$ cat src/core/ccsm_pkg.sv
// Purpose: shared constants and types of the charge cycle state machine
// Assumes: one clock (mclk, 100 MHz), AXI4-Lite register access
// Notes: every offset, reset value and count used by more than one file
package ccsm_pkg;

  // ************************************************************
  // timeout figures
  // ************************************************************
  localparam int unsigned TIMEOUT_LOG2 = 22; // fast limit is 2^22 osc periods
  localparam int unsigned TIMEOUT_OSC_PERIODS = 1 << TIMEOUT_LOG2;
  localparam int unsigned TRICKLE_DIVISOR = 8; // trickle limit is one eighth

  // ************************************************************
  // register map, byte addresses
  // ************************************************************
  localparam int unsigned ADDR_W = 8;
  localparam logic [7:0] OFS_CTRL = 8'h00; // software enable
  localparam logic [7:0] OFS_STATE = 8'h04; // state and indicators
  localparam logic [7:0] OFS_TIMER = 8'h08; // timeout timer count
  localparam logic [7:0] OFS_IRQ_STAT = 8'h0c; // sticky events, write one to clear
  localparam logic [7:0] OFS_IRQ_MASK = 8'h10; // event enables
  localparam logic CTRL_ENABLE_RST = 1'b1; // software enable after reset
  localparam logic [3:0] IRQ_MASK_RST = 4'h0; // all events masked after reset

  // event bit positions in status and mask
  localparam int unsigned EV_FAULT = 0; // entered timeout fault
  localparam int unsigned EV_COMPLETE = 1; // entered charge complete
  localparam int unsigned EV_INHIBIT = 2; // entered inhibit
  localparam int unsigned EV_TEMP = 3; // temperature left the window
  localparam int unsigned EV_N = 4;

  // AXI responses
  localparam logic [1:0] RESP_OKAY = 2'h0;
  localparam logic [1:0] RESP_SLVERR = 2'h2;

  // pin input positions in the synchroniser vector
  localparam int unsigned PIN_SUPPLY = 0;
  localparam int unsigned PIN_ENABLE = 1;
  localparam int unsigned PIN_TIMEOUT_EN = 2;
  localparam int unsigned PIN_PRECOND = 3;
  localparam int unsigned PIN_EOC = 4;
  localparam int unsigned PIN_TEMP = 5;
  localparam int unsigned PIN_OSC = 6;
  localparam int unsigned PIN_N = 7;

  // ************************************************************
  // charge states, one-hot
  // ************************************************************
  typedef enum logic [7:0] {
    CCSM_OFF      = 8'h01,
    CCSM_RESET    = 8'h02,
    CCSM_DISABLED = 8'h04,
    CCSM_TRICKLE  = 8'h08,
    CCSM_FAST     = 8'h10,
    CCSM_COMPLETE = 8'h20,
    CCSM_INHIBIT  = 8'h40,
    CCSM_FAULT    = 8'h80
  } ccsm_state_t;

endpackage : ccsm_pkg

$ cat src/core/ccsm_timer.sv
// Purpose: timeout timer counting oscillator periods
// Assumes: advance is a one-cycle pulse per oscillator period
// Notes: saturates at the full limit so expiry stays asserted
`timescale 1ns/1ns
`default_nettype none
module ccsm_timer #(
  parameter int unsigned CNT_W = 23,
  parameter int unsigned LIMIT = 4194304,
  parameter int unsigned DIVISOR = 8
) (
  input wire logic mclk,
  input wire logic rstN,
  input wire logic clear,
  input wire logic advance,
  output logic [CNT_W-1:0] count,
  output logic fullExpired,
  output logic partExpired
);

  // ************************************************************
  // limits at counter width
  // ************************************************************
  localparam logic [CNT_W-1:0] FULL_LIM = CNT_W'(LIMIT);
  localparam logic [CNT_W-1:0] PART_LIM = CNT_W'(LIMIT / DIVISOR);

  logic [CNT_W-1:0] count_reg; // periods since last clear

  // counter; clear wins over advance so entry always starts at zero
  always_ff @(posedge mclk or negedge rstN) begin
    if (!rstN) begin
      count_reg <= '0;
    end else if (clear) begin
      count_reg <= '0;
    end else if (advance && (count_reg != FULL_LIM)) begin
      count_reg <= count_reg + CNT_W'(1);
    end
  end

  assign count = count_reg;
  assign fullExpired = (count_reg >= FULL_LIM);
  assign partExpired = (count_reg >= PART_LIM);

endmodule : ccsm_timer
`default_nettype wire

$ cat src/core/ccsm_top.sv
// Purpose: control state machine of a single-cell charger
// Assumes: analog sense inputs arrive as asynchronous logic levels
// Notes: registers over AXI4-Lite, one level interrupt
// Notes on behaviour
// start powered off, reset when supply rises
// enable low after reset: disabled, no current
// enable high after reset: trickle charge
// trickle entry clears the timeout timer
// precondition reached in time: go fast
// trickle eighth-limit elapsed: timeout fault
// fault left only by enable toggle, power
// fast entry clears the timeout timer
// end-of-charge in fast: charge complete
// complete keeps current; timeout moves inhibit
// inhibit: output off, end-of-charge still shown
// fast limit is 2^22 oscillator periods
// fast timeout before end-of-charge: fault
// timeout enable low ignores the timeout
// temperature out of window pauses, flags fault
// enable low: disabled; supply loss: off
// fault indicator high throughout fault state
//
// The implementer's own choices: the placing of the registers and the AXI4-Lite slave port.
`timescale 1ns/1ns
`default_nettype none
module ccsm_top
  import ccsm_pkg::*;
#(
  parameter int unsigned TIMEOUT_TICKS = TIMEOUT_OSC_PERIODS
) (
  input wire logic mclk,
  input wire logic rst_n,
  // charger pins
  input wire logic supplyAbovePor,
  input wire logic chargeEnable,
  input wire logic timeoutEnableInput,
  input wire logic battAbovePrecond,
  input wire logic endOfCharge,
  input wire logic tempInWindow,
  input wire logic oscClk,
  output logic chargeOn,
  output logic trickleMode,
  output logic statusEoc,
  output logic faultInd,
  output logic irq,
  // AXI4-Lite slave
  input wire logic awvalid,
  output logic awready,
  input wire logic [ADDR_W-1:0] awaddr,
  input wire logic wvalid,
  output logic wready,
  input wire logic [31:0] wdata,
  input wire logic [3:0] wstrb,
  output logic bvalid,
  input wire logic bready,
  output logic [1:0] bresp,
  input wire logic arvalid,
  output logic arready,
  input wire logic [ADDR_W-1:0] araddr,
  output logic rvalid,
  input wire logic rready,
  output logic [31:0] rdata,
  output logic [1:0] rresp
);

  // ************************************************************
  // reset release
  // ************************************************************
  localparam int unsigned CNT_W = $clog2(TIMEOUT_TICKS + 1);

  logic [1:0] rstPipe_reg; // release path of the reset
  logic rstSyncN; // released reset used everywhere else

  // assert at once, release after two edges
  always_ff @(posedge mclk or negedge rst_n) begin
    if (!rst_n) begin
      rstPipe_reg <= 2'h0;
    end else begin
      rstPipe_reg <= {rstPipe_reg[0], 1'b1};
    end
  end
  assign rstSyncN = rstPipe_reg[1];

  // ************************************************************
  // pin synchronisers
  // ************************************************************
  logic [PIN_N-1:0] pinRaw; // asynchronous pins
  logic [PIN_N-1:0] pinMeta_reg; // first stage, read only by second
  logic [PIN_N-1:0] pinSync_reg; // safe copies
  logic oscDly_reg; // previous oscillator level, for edge
  logic oscTick; // one pulse per oscillator period

  assign pinRaw = {oscClk, tempInWindow, endOfCharge, battAbovePrecond,
                   timeoutEnableInput, chargeEnable, supplyAbovePor};

  // one two-stage synchroniser per pin
  for (genvar i = 0; i < PIN_N; i++) begin : gSync
    always_ff @(posedge mclk or negedge rstSyncN) begin
      if (!rstSyncN) begin
        pinMeta_reg[i] <= 1'b0;
        pinSync_reg[i] <= 1'b0;
      end else begin
        pinMeta_reg[i] <= pinRaw[i];
        pinSync_reg[i] <= pinMeta_reg[i];
      end
    end
  end

  // rising edge of the synchronised oscillator
  always_ff @(posedge mclk or negedge rstSyncN) begin
    if (!rstSyncN) begin
      oscDly_reg <= 1'b0;
    end else begin
      oscDly_reg <= pinSync_reg[PIN_OSC];
    end
  end
  assign oscTick = pinSync_reg[PIN_OSC] & ~oscDly_reg;

  // ************************************************************
  // state machine
  // ************************************************************
  ccsm_state_t state_reg; // current charge state
  ccsm_state_t state_next; // next charge state
  logic ctrlEnable_reg; // software enable, and-ed with the pin
  logic supplyOk; // supply above power-on threshold
  logic enabled; // effective charge enable
  logic toEnabled; // timeout function active
  logic tempOk; // temperature inside window
  logic timerClear; // entry into trickle or fast
  logic timerRun; // timer counts in this cycle
  logic fullExpired; // fast limit reached
  logic partExpired; // trickle limit reached
  logic [CNT_W-1:0] timerCount; // current count
  logic chargingState; // states that deliver current

  assign supplyOk = pinSync_reg[PIN_SUPPLY];
  assign enabled = pinSync_reg[PIN_ENABLE] & ctrlEnable_reg;
  assign toEnabled = pinSync_reg[PIN_TIMEOUT_EN];
  assign tempOk = pinSync_reg[PIN_TEMP];
  assign chargingState = (state_reg == CCSM_TRICKLE) || (state_reg == CCSM_FAST) ||
                         (state_reg == CCSM_COMPLETE);

  // next-state decode; supply loss first, then enable, then phase
  always_comb begin
    state_next = state_reg;
    if (!supplyOk) begin
      state_next = CCSM_OFF;
    end else begin
      unique case (state_reg)
        CCSM_OFF: begin
          state_next = CCSM_RESET;
        end
        CCSM_RESET: begin
          state_next = enabled ? CCSM_TRICKLE : CCSM_DISABLED;
        end
        CCSM_DISABLED: begin
          if (enabled) begin
            state_next = CCSM_TRICKLE;
          end
        end
        CCSM_TRICKLE: begin
          if (!enabled) begin
            state_next = CCSM_DISABLED;
          end else if (!tempOk) begin
            state_next = CCSM_TRICKLE;
          end else if (pinSync_reg[PIN_PRECOND]) begin
            state_next = CCSM_FAST;
          end else if (partExpired && toEnabled) begin
            state_next = CCSM_FAULT;
          end
        end
        CCSM_FAST: begin
          if (!enabled) begin
            state_next = CCSM_DISABLED;
          end else if (!tempOk) begin
            state_next = CCSM_FAST;
          end else if (pinSync_reg[PIN_EOC]) begin
            state_next = CCSM_COMPLETE;
          end else if (fullExpired && toEnabled) begin
            state_next = CCSM_FAULT;
          end
        end
        CCSM_COMPLETE: begin
          if (!enabled) begin
            state_next = CCSM_DISABLED;
          end else if (tempOk && fullExpired && toEnabled) begin
            state_next = CCSM_INHIBIT;
          end
        end
        CCSM_INHIBIT: begin
          if (!enabled) begin
            state_next = CCSM_DISABLED;
          end
        end
        CCSM_FAULT: begin
          // only an enable drop (toggle) or supply loss gets out
          if (!enabled) begin
            state_next = CCSM_DISABLED;
          end
        end
        default: begin
          state_next = CCSM_OFF; // illegal code recovers via reset path
        end
      endcase
    end
  end

  // state register; power-off is the reset state
  always_ff @(posedge mclk or negedge rstSyncN) begin
    if (!rstSyncN) begin
      state_reg <= CCSM_OFF;
    end else begin
      state_reg <= state_next;
    end
  end

  // ************************************************************
  // timeout timer
  // ************************************************************
  // clear on every trickle or fast entry, so the limit is measured from that entry
  assign timerClear = ((state_next == CCSM_TRICKLE) || (state_next == CCSM_FAST)) &&
                      (state_next != state_reg);
  // paused outside the window; keeps running in complete
  assign timerRun = oscTick & tempOk & chargingState;

  ccsm_timer #(
    .CNT_W(CNT_W),
    .LIMIT(TIMEOUT_TICKS),
    .DIVISOR(TRICKLE_DIVISOR)
  ) uTimer (
    .mclk(mclk),
    .rstN(rstSyncN),
    .clear(timerClear),
    .advance(timerRun),
    .count(timerCount),
    .fullExpired(fullExpired),
    .partExpired(partExpired)
  );

  // ************************************************************
  // indicators
  // ************************************************************
  logic chargeOn_reg; // pass element on
  logic trickle_reg; // reduced trickle current
  logic status_reg; // end-of-charge shown
  logic fault_reg; // fault shown

  // registered from the current state; one cycle behind it
  always_ff @(posedge mclk or negedge rstSyncN) begin
    if (!rstSyncN) begin
      chargeOn_reg <= 1'b0;
      trickle_reg <= 1'b0;
      status_reg <= 1'b0;
      fault_reg <= 1'b0;
    end else begin
      chargeOn_reg <= chargingState & tempOk;
      trickle_reg <= (state_reg == CCSM_TRICKLE) & tempOk;
      status_reg <= (state_reg == CCSM_COMPLETE) || (state_reg == CCSM_INHIBIT);
      fault_reg <= (state_reg == CCSM_FAULT) || (chargingState & ~tempOk);
    end
  end
  assign chargeOn = chargeOn_reg;
  assign trickleMode = trickle_reg;
  assign statusEoc = status_reg;
  assign faultInd = fault_reg;

  // ************************************************************
  // events and interrupt
  // ************************************************************
  logic [EV_N-1:0] events; // one-cycle event pulses
  logic [EV_N-1:0] irqStat_reg; // sticky events
  logic [EV_N-1:0] irqStat_next;
  logic [EV_N-1:0] irqMask_reg; // event enables
  logic [EV_N-1:0] irqClear; // write-one-to-clear bits
  logic tempBadDly_reg; // previous temperature fault level
  logic tempBad; // temperature fault while charging
  logic doWrite; // write address and data both held

  assign tempBad = chargingState & ~tempOk;
  assign events[EV_FAULT] = (state_next == CCSM_FAULT) && (state_reg != CCSM_FAULT);
  assign events[EV_COMPLETE] = (state_next == CCSM_COMPLETE) && (state_reg != CCSM_COMPLETE);
  assign events[EV_INHIBIT] = (state_next == CCSM_INHIBIT) && (state_reg != CCSM_INHIBIT);
  assign events[EV_TEMP] = tempBad & ~tempBadDly_reg;

  // set wins over a clear landing in the same cycle
  always_comb begin
    irqStat_next = (irqStat_reg & ~irqClear) | events;
  end

  // sticky status and edge history
  always_ff @(posedge mclk or negedge rstSyncN) begin
    if (!rstSyncN) begin
      irqStat_reg <= '0;
      tempBadDly_reg <= 1'b0;
    end else begin
      irqStat_reg <= irqStat_next;
      tempBadDly_reg <= tempBad;
    end
  end
  assign irq = |(irqStat_reg & irqMask_reg);

  // ************************************************************
  // AXI4-Lite write channel
  // ************************************************************
  logic awHeld_reg; // write address taken
  logic wHeld_reg; // write data taken
  logic [ADDR_W-1:0] wAddr_reg; // held write address
  logic [31:0] wData_reg; // held write data
  logic wLane0_reg; // low byte lane strobe
  logic bvalid_reg;
  logic [1:0] bresp_reg;
  logic wMapped; // held address decodes

  assign awready = ~awHeld_reg & ~bvalid_reg;
  assign wready = ~wHeld_reg & ~bvalid_reg;
  assign doWrite = awHeld_reg & wHeld_reg & ~bvalid_reg;
  assign wMapped = (wAddr_reg == OFS_CTRL) || (wAddr_reg == OFS_STATE) ||
                   (wAddr_reg == OFS_TIMER) || (wAddr_reg == OFS_IRQ_STAT) ||
                   (wAddr_reg == OFS_IRQ_MASK);
  assign irqClear = (doWrite && wLane0_reg && (wAddr_reg == OFS_IRQ_STAT)) ?
                    wData_reg[EV_N-1:0] : '0;

  // address and data taken in either order; answer follows both
  always_ff @(posedge mclk or negedge rstSyncN) begin
    if (!rstSyncN) begin
      awHeld_reg <= 1'b0;
      wHeld_reg <= 1'b0;
      wAddr_reg <= '0;
      wData_reg <= '0;
      wLane0_reg <= 1'b0;
      bvalid_reg <= 1'b0;
      bresp_reg <= RESP_OKAY;
    end else begin
      if (awvalid && awready) begin
        awHeld_reg <= 1'b1;
        wAddr_reg <= {awaddr[ADDR_W-1:2], 2'b00};
      end
      if (wvalid && wready) begin
        wHeld_reg <= 1'b1;
        wData_reg <= wdata;
        wLane0_reg <= wstrb[0];
      end
      if (doWrite) begin
        awHeld_reg <= 1'b0;
        wHeld_reg <= 1'b0;
        bvalid_reg <= 1'b1;
        bresp_reg <= wMapped ? RESP_OKAY : RESP_SLVERR;
      end else if (bvalid_reg && bready) begin
        bvalid_reg <= 1'b0;
      end
    end
  end
  assign bvalid = bvalid_reg;
  assign bresp = bresp_reg;

  // writable registers; read-only ones ignore writes
  always_ff @(posedge mclk or negedge rstSyncN) begin
    if (!rstSyncN) begin
      ctrlEnable_reg <= CTRL_ENABLE_RST;
      irqMask_reg <= IRQ_MASK_RST;
    end else if (doWrite && wLane0_reg) begin
      if (wAddr_reg == OFS_CTRL) begin
        ctrlEnable_reg <= wData_reg[0];
      end
      if (wAddr_reg == OFS_IRQ_MASK) begin
        irqMask_reg <= wData_reg[EV_N-1:0];
      end
    end
  end

  // ************************************************************
  // AXI4-Lite read channel
  // ************************************************************
  logic rvalid_reg;
  logic [31:0] rdata_reg;
  logic [1:0] rresp_reg;
  logic [31:0] rdMux; // decoded read value
  logic rdMapped; // read address decodes

  // read decode; unused bits read zero
  always_comb begin
    rdMux = 32'h0;
    rdMapped = 1'b1;
    unique case ({araddr[ADDR_W-1:2], 2'b00})
      OFS_CTRL: rdMux[0] = ctrlEnable_reg;
      OFS_STATE: rdMux = {20'h0, faultInd, statusEoc, trickleMode, chargeOn, state_reg};
      OFS_TIMER: rdMux[CNT_W-1:0] = timerCount;
      OFS_IRQ_STAT: rdMux[EV_N-1:0] = irqStat_reg;
      OFS_IRQ_MASK: rdMux[EV_N-1:0] = irqMask_reg;
      default: rdMapped = 1'b0; // unmapped: zero data, error reply
    endcase
  end

  assign arready = ~rvalid_reg;

  // read answered one cycle after the address is taken
  always_ff @(posedge mclk or negedge rstSyncN) begin
    if (!rstSyncN) begin
      rvalid_reg <= 1'b0;
      rdata_reg <= 32'h0;
      rresp_reg <= RESP_OKAY;
    end else if (arvalid && arready) begin
      rvalid_reg <= 1'b1;
      rdata_reg <= rdMux;
      rresp_reg <= rdMapped ? RESP_OKAY : RESP_SLVERR;
    end else if (rvalid_reg && rready) begin
      rvalid_reg <= 1'b0;
    end
  end
  assign rvalid = rvalid_reg;
  assign rdata = rdata_reg;
  assign rresp = rresp_reg;

endmodule : ccsm_top
`default_nettype wire

$ cat config.mk
export PLATFORM = sky130hd
export DESIGN_NAME = ccsm_top
export DESIGN_NICKNAME = d
export VERILOG_FILES = /design/src/core/ccsm_pkg.sv /design/src/core/ccsm_timer.sv /design/src/core/ccsm_top.sv
export SDC_FILE = /design/constraint.sdc
export NUM_CORES = 1
export LEC_CHECK = 0
export BUFFER_PORTS_ARGS = -buffer_cell sky130_fd_sc_hd__clkbuf_2
export CELL_PAD_IN_SITES_DETAIL_PLACEMENT = 0
export CELL_PAD_IN_SITES_GLOBAL_PLACEMENT = 1
export CORE_MARGIN = 5
export CORE_UTILIZATION = 45
export DETAILED_ROUTE_END_ITERATION = 8
export PLACE_DENSITY_LB_ADDON = 0.1
export REMOVE_ABC_BUFFERS = 1
export SLEW_MARGIN = 30
export SYNTH_ARGS = -nofsm -noshare
export SYNTH_HDL_FRONTEND = slang
export SYNTH_SLANG_ARGS = --single-unit
$ cat constraint.sdc
create_clock -name mclk -period 5.9 [get_ports mclk]
set_input_delay 1.18 -clock mclk [delete_from_list [all_inputs] [get_ports mclk]]
set_output_delay 1.18 -clock mclk [all_outputs]
set_load 0.02 [all_outputs]
==> impl_metrics.tcl, run 1 <==
set metrics [dict create \
    status "complete, no violations" \
    max-slew-margin-rel_pct 37.54 \
    grt_pass1_vias 3695 \
    finalSetupViolations 0 \
    worst-path-max-fanout 11 \
    post_cts_buffers 0 \
    post-place-ws_ns 2.632 \
    worstSetupPathType "in2reg" \
    wl_mm 10.97 \
    antenna_found_initial 0 \
    cts.clk_slew.worst_paths_ns 0.10 \
    worstSkewPairLatency_ns 0.38 \
    synth_async_sr_flop_share_pct 100.0 \
    fin_cells 684 \
    multi_input_area_sq_mm 0.002163 \
    rsz0062_at_grt "no" \
    grt_overflow 0 \
    synth-seq-cells 102 \
    grt_usage_pct 17.57 \
    power_frac_clock_pct 27.6 \
    portBuffers 65 \
    synthCells 488 \
    ctsHoldBuffers 0 \
    place_congestion 0.8442 \
    syn_area_per_cell_sq_um 10.15 \
    layout-drive-gt1-share_pct 25.37 \
    nFillCells 1034 \
    p_int_w 0.001109 \
    synth_area_sq_mm 0.004955 \
    finalPower_w 0.001593 \
    worstPathCellList "clkbuf_2 -> nor4_1 -> nand2_1 -> nor2_1 -> a222oi_1 -> o21ai_0" \
    ctsResizeCount 0 \
    drtIter0Drc 173 \
    synth_edf_count 0 \
    cts.sinks 102 \
    synthFlopType "dfrtp_1" \
    critPathSlowestCell "nor4_1" \
    remaining_drc_errors 0 \
    p_leak_nw 2.447 \
    swShare_pct 30.40 \
    setup_tns_ns 0 \
    yosys_warnings 0 \
    p_per_area_mw_per_mm2 289.3 \
    pin_count 112 \
    syn_to_final_growth_pct 11.14 \
    htreeDepth 3 \
    drt-pass1-iter-count 4 \
    cp-end-kind "register" \
    placed_cells 668 \
    p_sw_w 0.0004842 \
    ys_seq_area_share_pct 51.57 \
    worstSetupStartpointType "primary input" \
    fmax_ghz 0.3488 \
    die_area_sq_mm 0.01321 \
    initial_core_util_pct 45.91 \
    die_w_microns 114.9 \
    ctsRootBufferMaster "clkbuf_8" \
    cap_violations 0 \
    core_region_area_sq_mm 0.01079 \
    regArea_sq_mm 0.002559 \
    ir_worst_vdd_v 0.0002030 \
    fin_ws_ns 3.033 \
    core.rowCount 38 \
    cts_max_path_buffers 2 \
    grt_pass1_wl_mm 18.41 \
    period_needed_ns 2.867 \
    slew_violations 0 \
    dp_hpwl_mm 7.767 \
    pwr-share-comb_pct 17.5 \
    worstPathRequired_ns 6.20 \
    seqPwrFrac_pct 54.8 \
    crit_path_max_incr_delay_ns 0.68 \
    cts_made_buffers 9 \
    fin_crit_sh_pct 48.60 \
    ys_types 69 \
    hold_viol 0 \
    finClkSkew_ns 0.01062 \
    tightest_slew_ns 0.9284 \
    antenna_cells 0 \
    die_y_microns 114.9 \
    wl_per_cell_microns 16.04 \
    grt_start_max_net_pins 63 \
    min_path_type "reg2async" \
    ant_nets 0 \
    arrival_ns 3.17 \
    vias 3707 \
    nets 607 \
    viasPerCell 5.420 \
    cts_tree "built" \
]
==> logic make-up after synthesis <==
group	synth area share [%]
mux	4.848
other cells	0.1516
xor+xnor	3.359
flops	51.57
fa+ha+maj	0.5050
buf+inv	5.530
compound gates	12.85
simple gates	21.19
==> metrics by stage <==
step	cell area [sq um]	utilization, %	hold WS (ns)
2_1_floorplan	4775	-	0.3312
3_3_place_gp	5316	49.26	0.3167
3_5_place_dp	5316	49.26	0.3275
4_1_cts	5507	51.02	0.3341
5_1_grt	5507	51.02	0.3618
6_report	5507	51.02	0.3022
==> Yosys cell counts (6+ instances only) <==
master / instances / share of area (%)
dfrtp_1: 100 / 51
nand2_1: 62 / 4.7
o21ai_0: 30 / 3.0
clkbuf_1: 21 / 1.6
nor2_1: 20 / 1.5
nor3_1: 19 / 1.9
nor2_2: 18 / 2.3
xnor2_1: 17 / 3.0
mux2_2: 16 / 3.6
inv_1: 15 / 1.1
buf_4: 13 / 2.0
nand3_1: 13 / 1.3
nor4_1: 12 / 1.5
a21oi_1: 11 / 1.1
a22oi_1: 11 / 1.7
nand4_1: 8 / 1.0
o31ai_1: 7 / 1.1
mux2i_1: 6 / 1.2
nor2b_1: 6 / 0.76
or4_1: 6 / 0.91
==> critical path: cells and delay by family <==
family,cells,cell delay [ns]
buffers and inverters,1,0.09
AND/OR/NAND/NOR,3,1.48
AO/OA/AOI/OAI,2,0.43
==> power groups by stage <==
stage	registers (W)	clock network [W]	logic (W)
CTS	0.000875	0.000457	0.000284
global route	0.000891	0.000483	0.000310
detailed placement	0.000889	0	0.000283
global placement	0.000885	0	0.000278
finish	0.000874	0.000440	0.000279
floorplan	0.000876	0	0.000191
==> metal layers <==
| metal | GRT usage (%) | vias to the layer above | part of all wire [%] |
|---|---|---|---|
| li1 | - | 1805 | - |
| met5 | 0 | - | 0 |
| met1 | 23.02 | 1822 | 45 |
| met3 | 2.895 | 13 | 4.0 |
| met2 | 28.97 | 67 | 50 |
| met4 | 7.355 | 0 | 1.9 |
==> area by class of cell <==
type,count,share of cell area (%)
well taps,140,3.181
clock buffers,10,2.318
repair buffers,70,6.589
clock inverters,6,1.136
flip-flops and latches,102,46.47
multi-input cells,341,39.29
inverters,15,1.022
==> final timing paths <==
check,startpoint,endpoint,slack [ns],cells after the start
setup / recovery,araddr[4],rdata[0],3.03,6
hold / removal,rstPipe_reg[1],uTimer.count[15],0.30,0
setup reg to reg,state_reg[2],uTimer.count[22],3.08,6
hold reg to reg,rstPipe_reg[1],uTimer.count[15],0.30,0
max in group asynchronous,rstPipe_reg[1],pinMeta_reg[5],4.41,1
min in group mclk,pinMeta_reg[1],pinSync_reg[1],0.35,0
==> layout by cell type (no fill, tap or decap), drive strengths merged, types with 5 or more instances in the layout <==
| cell | n |
|---|---|
| inv | 15 |
| o21ai | 32 |
| nand3 | 14 |
| nand4 | 8 |
| nor4 | 14 |
| dfrtp | 100 |
| nand2 | 62 |
| mux2i | 6 |
| nor2 | 38 |
| xnor2 | 17 |
| conb | 12 |
| clkbuf | 75 |
| mux2 | 16 |
| nor3 | 19 |
| nor2b | 6 |
| o31ai | 7 |
| clkinv | 5 |
| or4 | 7 |
| or2 | 5 |
| buf | 5 |
| a21oi | 13 |
| and2 | 5 |
| a22oi | 11 |
Note: power is estimated with default switching activity, not from simulation.
==> inputs of run 2 (changes only) <==
Settings changed: CORE_UTILIZATION 45 to 41.
Clock period 5.9 ns to 2.8 ns, I/O delays scaled along.
==> run 2 against run 1 <==
- critical endpoint is now uTimer.count[9]
- setup slack worse by 2.7 ns
- via count up 0.19%
- highest routed layer unchanged
- final cell count increased by 2.8%
- non-clock buffer count rose by 12
- sequential share of layout area down 1.9 points
- routed wire length up 0.48%
- flip-flop and latch count unchanged
- core utilization shrank 2.8 points
- final area up 4.3%
- combinational power up 120%
- sequential power grew 110%
- first-iteration DRC count increased by 16%
==> impl_metrics.tcl, run 2 (same netlist as run 1, synthesis figures left out) <==
set metrics [dict create \
    cts_max_path_buffers 2 \
    worstSetupPathType "reg2reg" \
    grt_pass1_wl_mm 18.46 \
    antenna_cells 0 \
    power_frac_clock_pct 33.2 \
    worstSkewPairLatency_ns 0.35 \
    drt-pass1-iter-count 4 \
    cts.sinks 102 \
    ir_worst_vdd_v 0.0006925 \
    nets 619 \
    hold_viol 0 \
    rrSetupSlack_ns 0.31 \
    vias 3714 \
    post-route-util_pct 48.24 \
    ctsRootBufferMaster "clkbuf_16" \
    htreeDepth 3 \
    initial_core_util_pct 41.60 \
    grt_pass1_vias 3676 \
    p_int_w 0.002582 \
    p_leak_nw 2.566 \
    cp-end-kind "register" \
    mostFrequentLayoutCell "dfrtp_1" \
    min_path_type "reg2async" \
    fin_ws_ns 0.3122 \
    drtIter0Drc 200 \
    p_per_area_mw_per_mm2 637.5 \
    grt_overflow 0 \
    grt_usage_pct 16.15 \
    pwr-share-comb_pct 16.6 \
    rsz0062_at_grt "no" \
    core_region_area_sq_mm 0.01191 \
    worstReg2RegEnd "uTimer.count[9]" \
    status "complete, no violations" \
    placed_cells 686 \
    antenna_found_initial 0 \
    worstPathRequired_ns 3.08 \
    layout-drive-gt1-share_pct 26.98 \
    ant_nets 0 \
    whs_ns 0.2959 \
    cts_made_buffers 9 \
    worstReg2RegStart "uTimer.count[19]" \
    period_needed_ns 2.488 \
    cts_tree "built" \
    die_w_microns 119.9 \
    final_cell_mix "dfrtp_1, clkbuf_2, nand2_1, o21ai_0, nor2_1" \
    fin_crit_sh_pct 88.85 \
    cts.clk_slew.worst_paths_ns 0.07 \
    die_y_microns 119.9 \
    crit_path_max_incr_delay_ns 0.60 \
    p_sw_w 0.001080 \
    remaining_drc_errors 0 \
    swShare_pct 29.50 \
    dp_hpwl_mm 8.135 \
    worstSetupStartpointType "register" \
    arrival_ns 2.76 \
    setup_tns_ns 0 \
    seqPwrFrac_pct 50.1 \
    core.rowCount 40 \
    worstPathCellList "or4_4 -> nand3_2 -> or3b_4 -> a2111oi_4 -> a31oi_2 -> buf_12 -> a21oi_1" \
    critPathSlowestCell "or4_4" \
    tightest_slew_ns 0.6308 \
    pin_count 112 \
    cap_violations 0 \
    post_cts_buffers 0 \
    viasPerCell 5.283 \
    finClkSkew_ns 0.009668 \
    portBuffers 65 \
    fmax_ghz 0.4020 \
    post-place-ws_ns 0.3167 \
    die_area_sq_mm 0.01438 \
    worst-path-max-fanout 23 \
    fin_cells 703 \
    max-slew-margin-rel_pct 57.85 \
    finalSetupViolations 0 \
    syn_to_final_growth_pct 15.96 \
    wl_per_cell_microns 15.68 \
    place_congestion 0.8159 \
    grt_start_max_net_pins 65 \
    r2r_cells 7 \
    slew_violations 0 \
    wl_mm 11.02 \
]
-- run 2: cell types whose count changed in the layout (fill, tap and decap cells not counted), sizes merged --
cell	before	now
dlygate4sd3	0	1
inv	15	18
buf	5	16
clkinv	5	3
bufinv	1	0
-- run 2: how the worst max path moves through the flow --
| stage | to | from | slack, ns |
|---|---|---|---|
| detailed placement | uTimer.count[8] | uTimer.count[19] | 0.32 |
| floorplan | awHeld_reg | rstPipe_reg[1] | -0.25 |
| global placement | uTimer.count[8] | state_reg[0] | 0.31 |
| finish | uTimer.count[9] | uTimer.count[19] | 0.31 |
| CTS | uTimer.count[9] | uTimer.count[19] | 0.31 |
| global route | uTimer.count[9] | state_reg[2] | 0.15 |
-- run 2: layout make-up --
cell class,instances,area (sq um)
Sequential cell,102,2559
Inverter,15,56.30
Fill cell,1144,6166
Timing Repair Buffer,82,493.0
Clock buffer,10,239.0
Multi-Input combinational cell,341,2163
Clock inverter,6,51.30
Tap cell,147,183.9
-- run 2: stage by stage --
| step | power, W | cell area, sq um |
|---|---|---|
| after floorplan | 0.002250 | 4775 |
| after global placement | 0.002471 | 5445 |
| after detailed placement | 0.002488 | 5445 |
| after CTS | 0.003720 | 5746 |
| after global routing | 0.003863 | 5746 |
| final | 0.003663 | 5746 |
-- run 2: power groups by stage --
stage,clock network [W],registers [W],logic (W)
global route,0.00132,0.00187,0.000668
detailed placement,0,0.00187,0.000618
floorplan,0,0.00185,0.000403
CTS,0.00126,0.00184,0.000621
finish,0.00122,0.00184,0.000608
global placement,0,0.00186,0.000608
-- run 2: per-layer routing --
| metal | vias to the layer above | track usage [%] | routed length (microns) |
|---|---|---|---|
| li1 | 1835 | - | - |
| met1 | 1810 | 19.91 | 4874 |
| met2 | 56 | 27.64 | 5573 |
| met3 | 13 | 4.053 | 377 |
| met4 | 0 | 5.369 | 198 |
| met5 | - | 0 | 0 |
-- run 2: critical path, delay by kind of cell (launching register included) --
family,cells,cell delay (ns)
AO/OA/AOI/OAI,3,0.65
buffers and inverters,1,0.21
flip-flops,1,0.45
AND/OR/NAND/NOR,3,1.10
-- run 2: timing repair --
action,CTS,global route
resized for setup,0,0
endpoints found under the hold margin,2,0
setup endpoints to repair,0,0
hold buffers,1,0
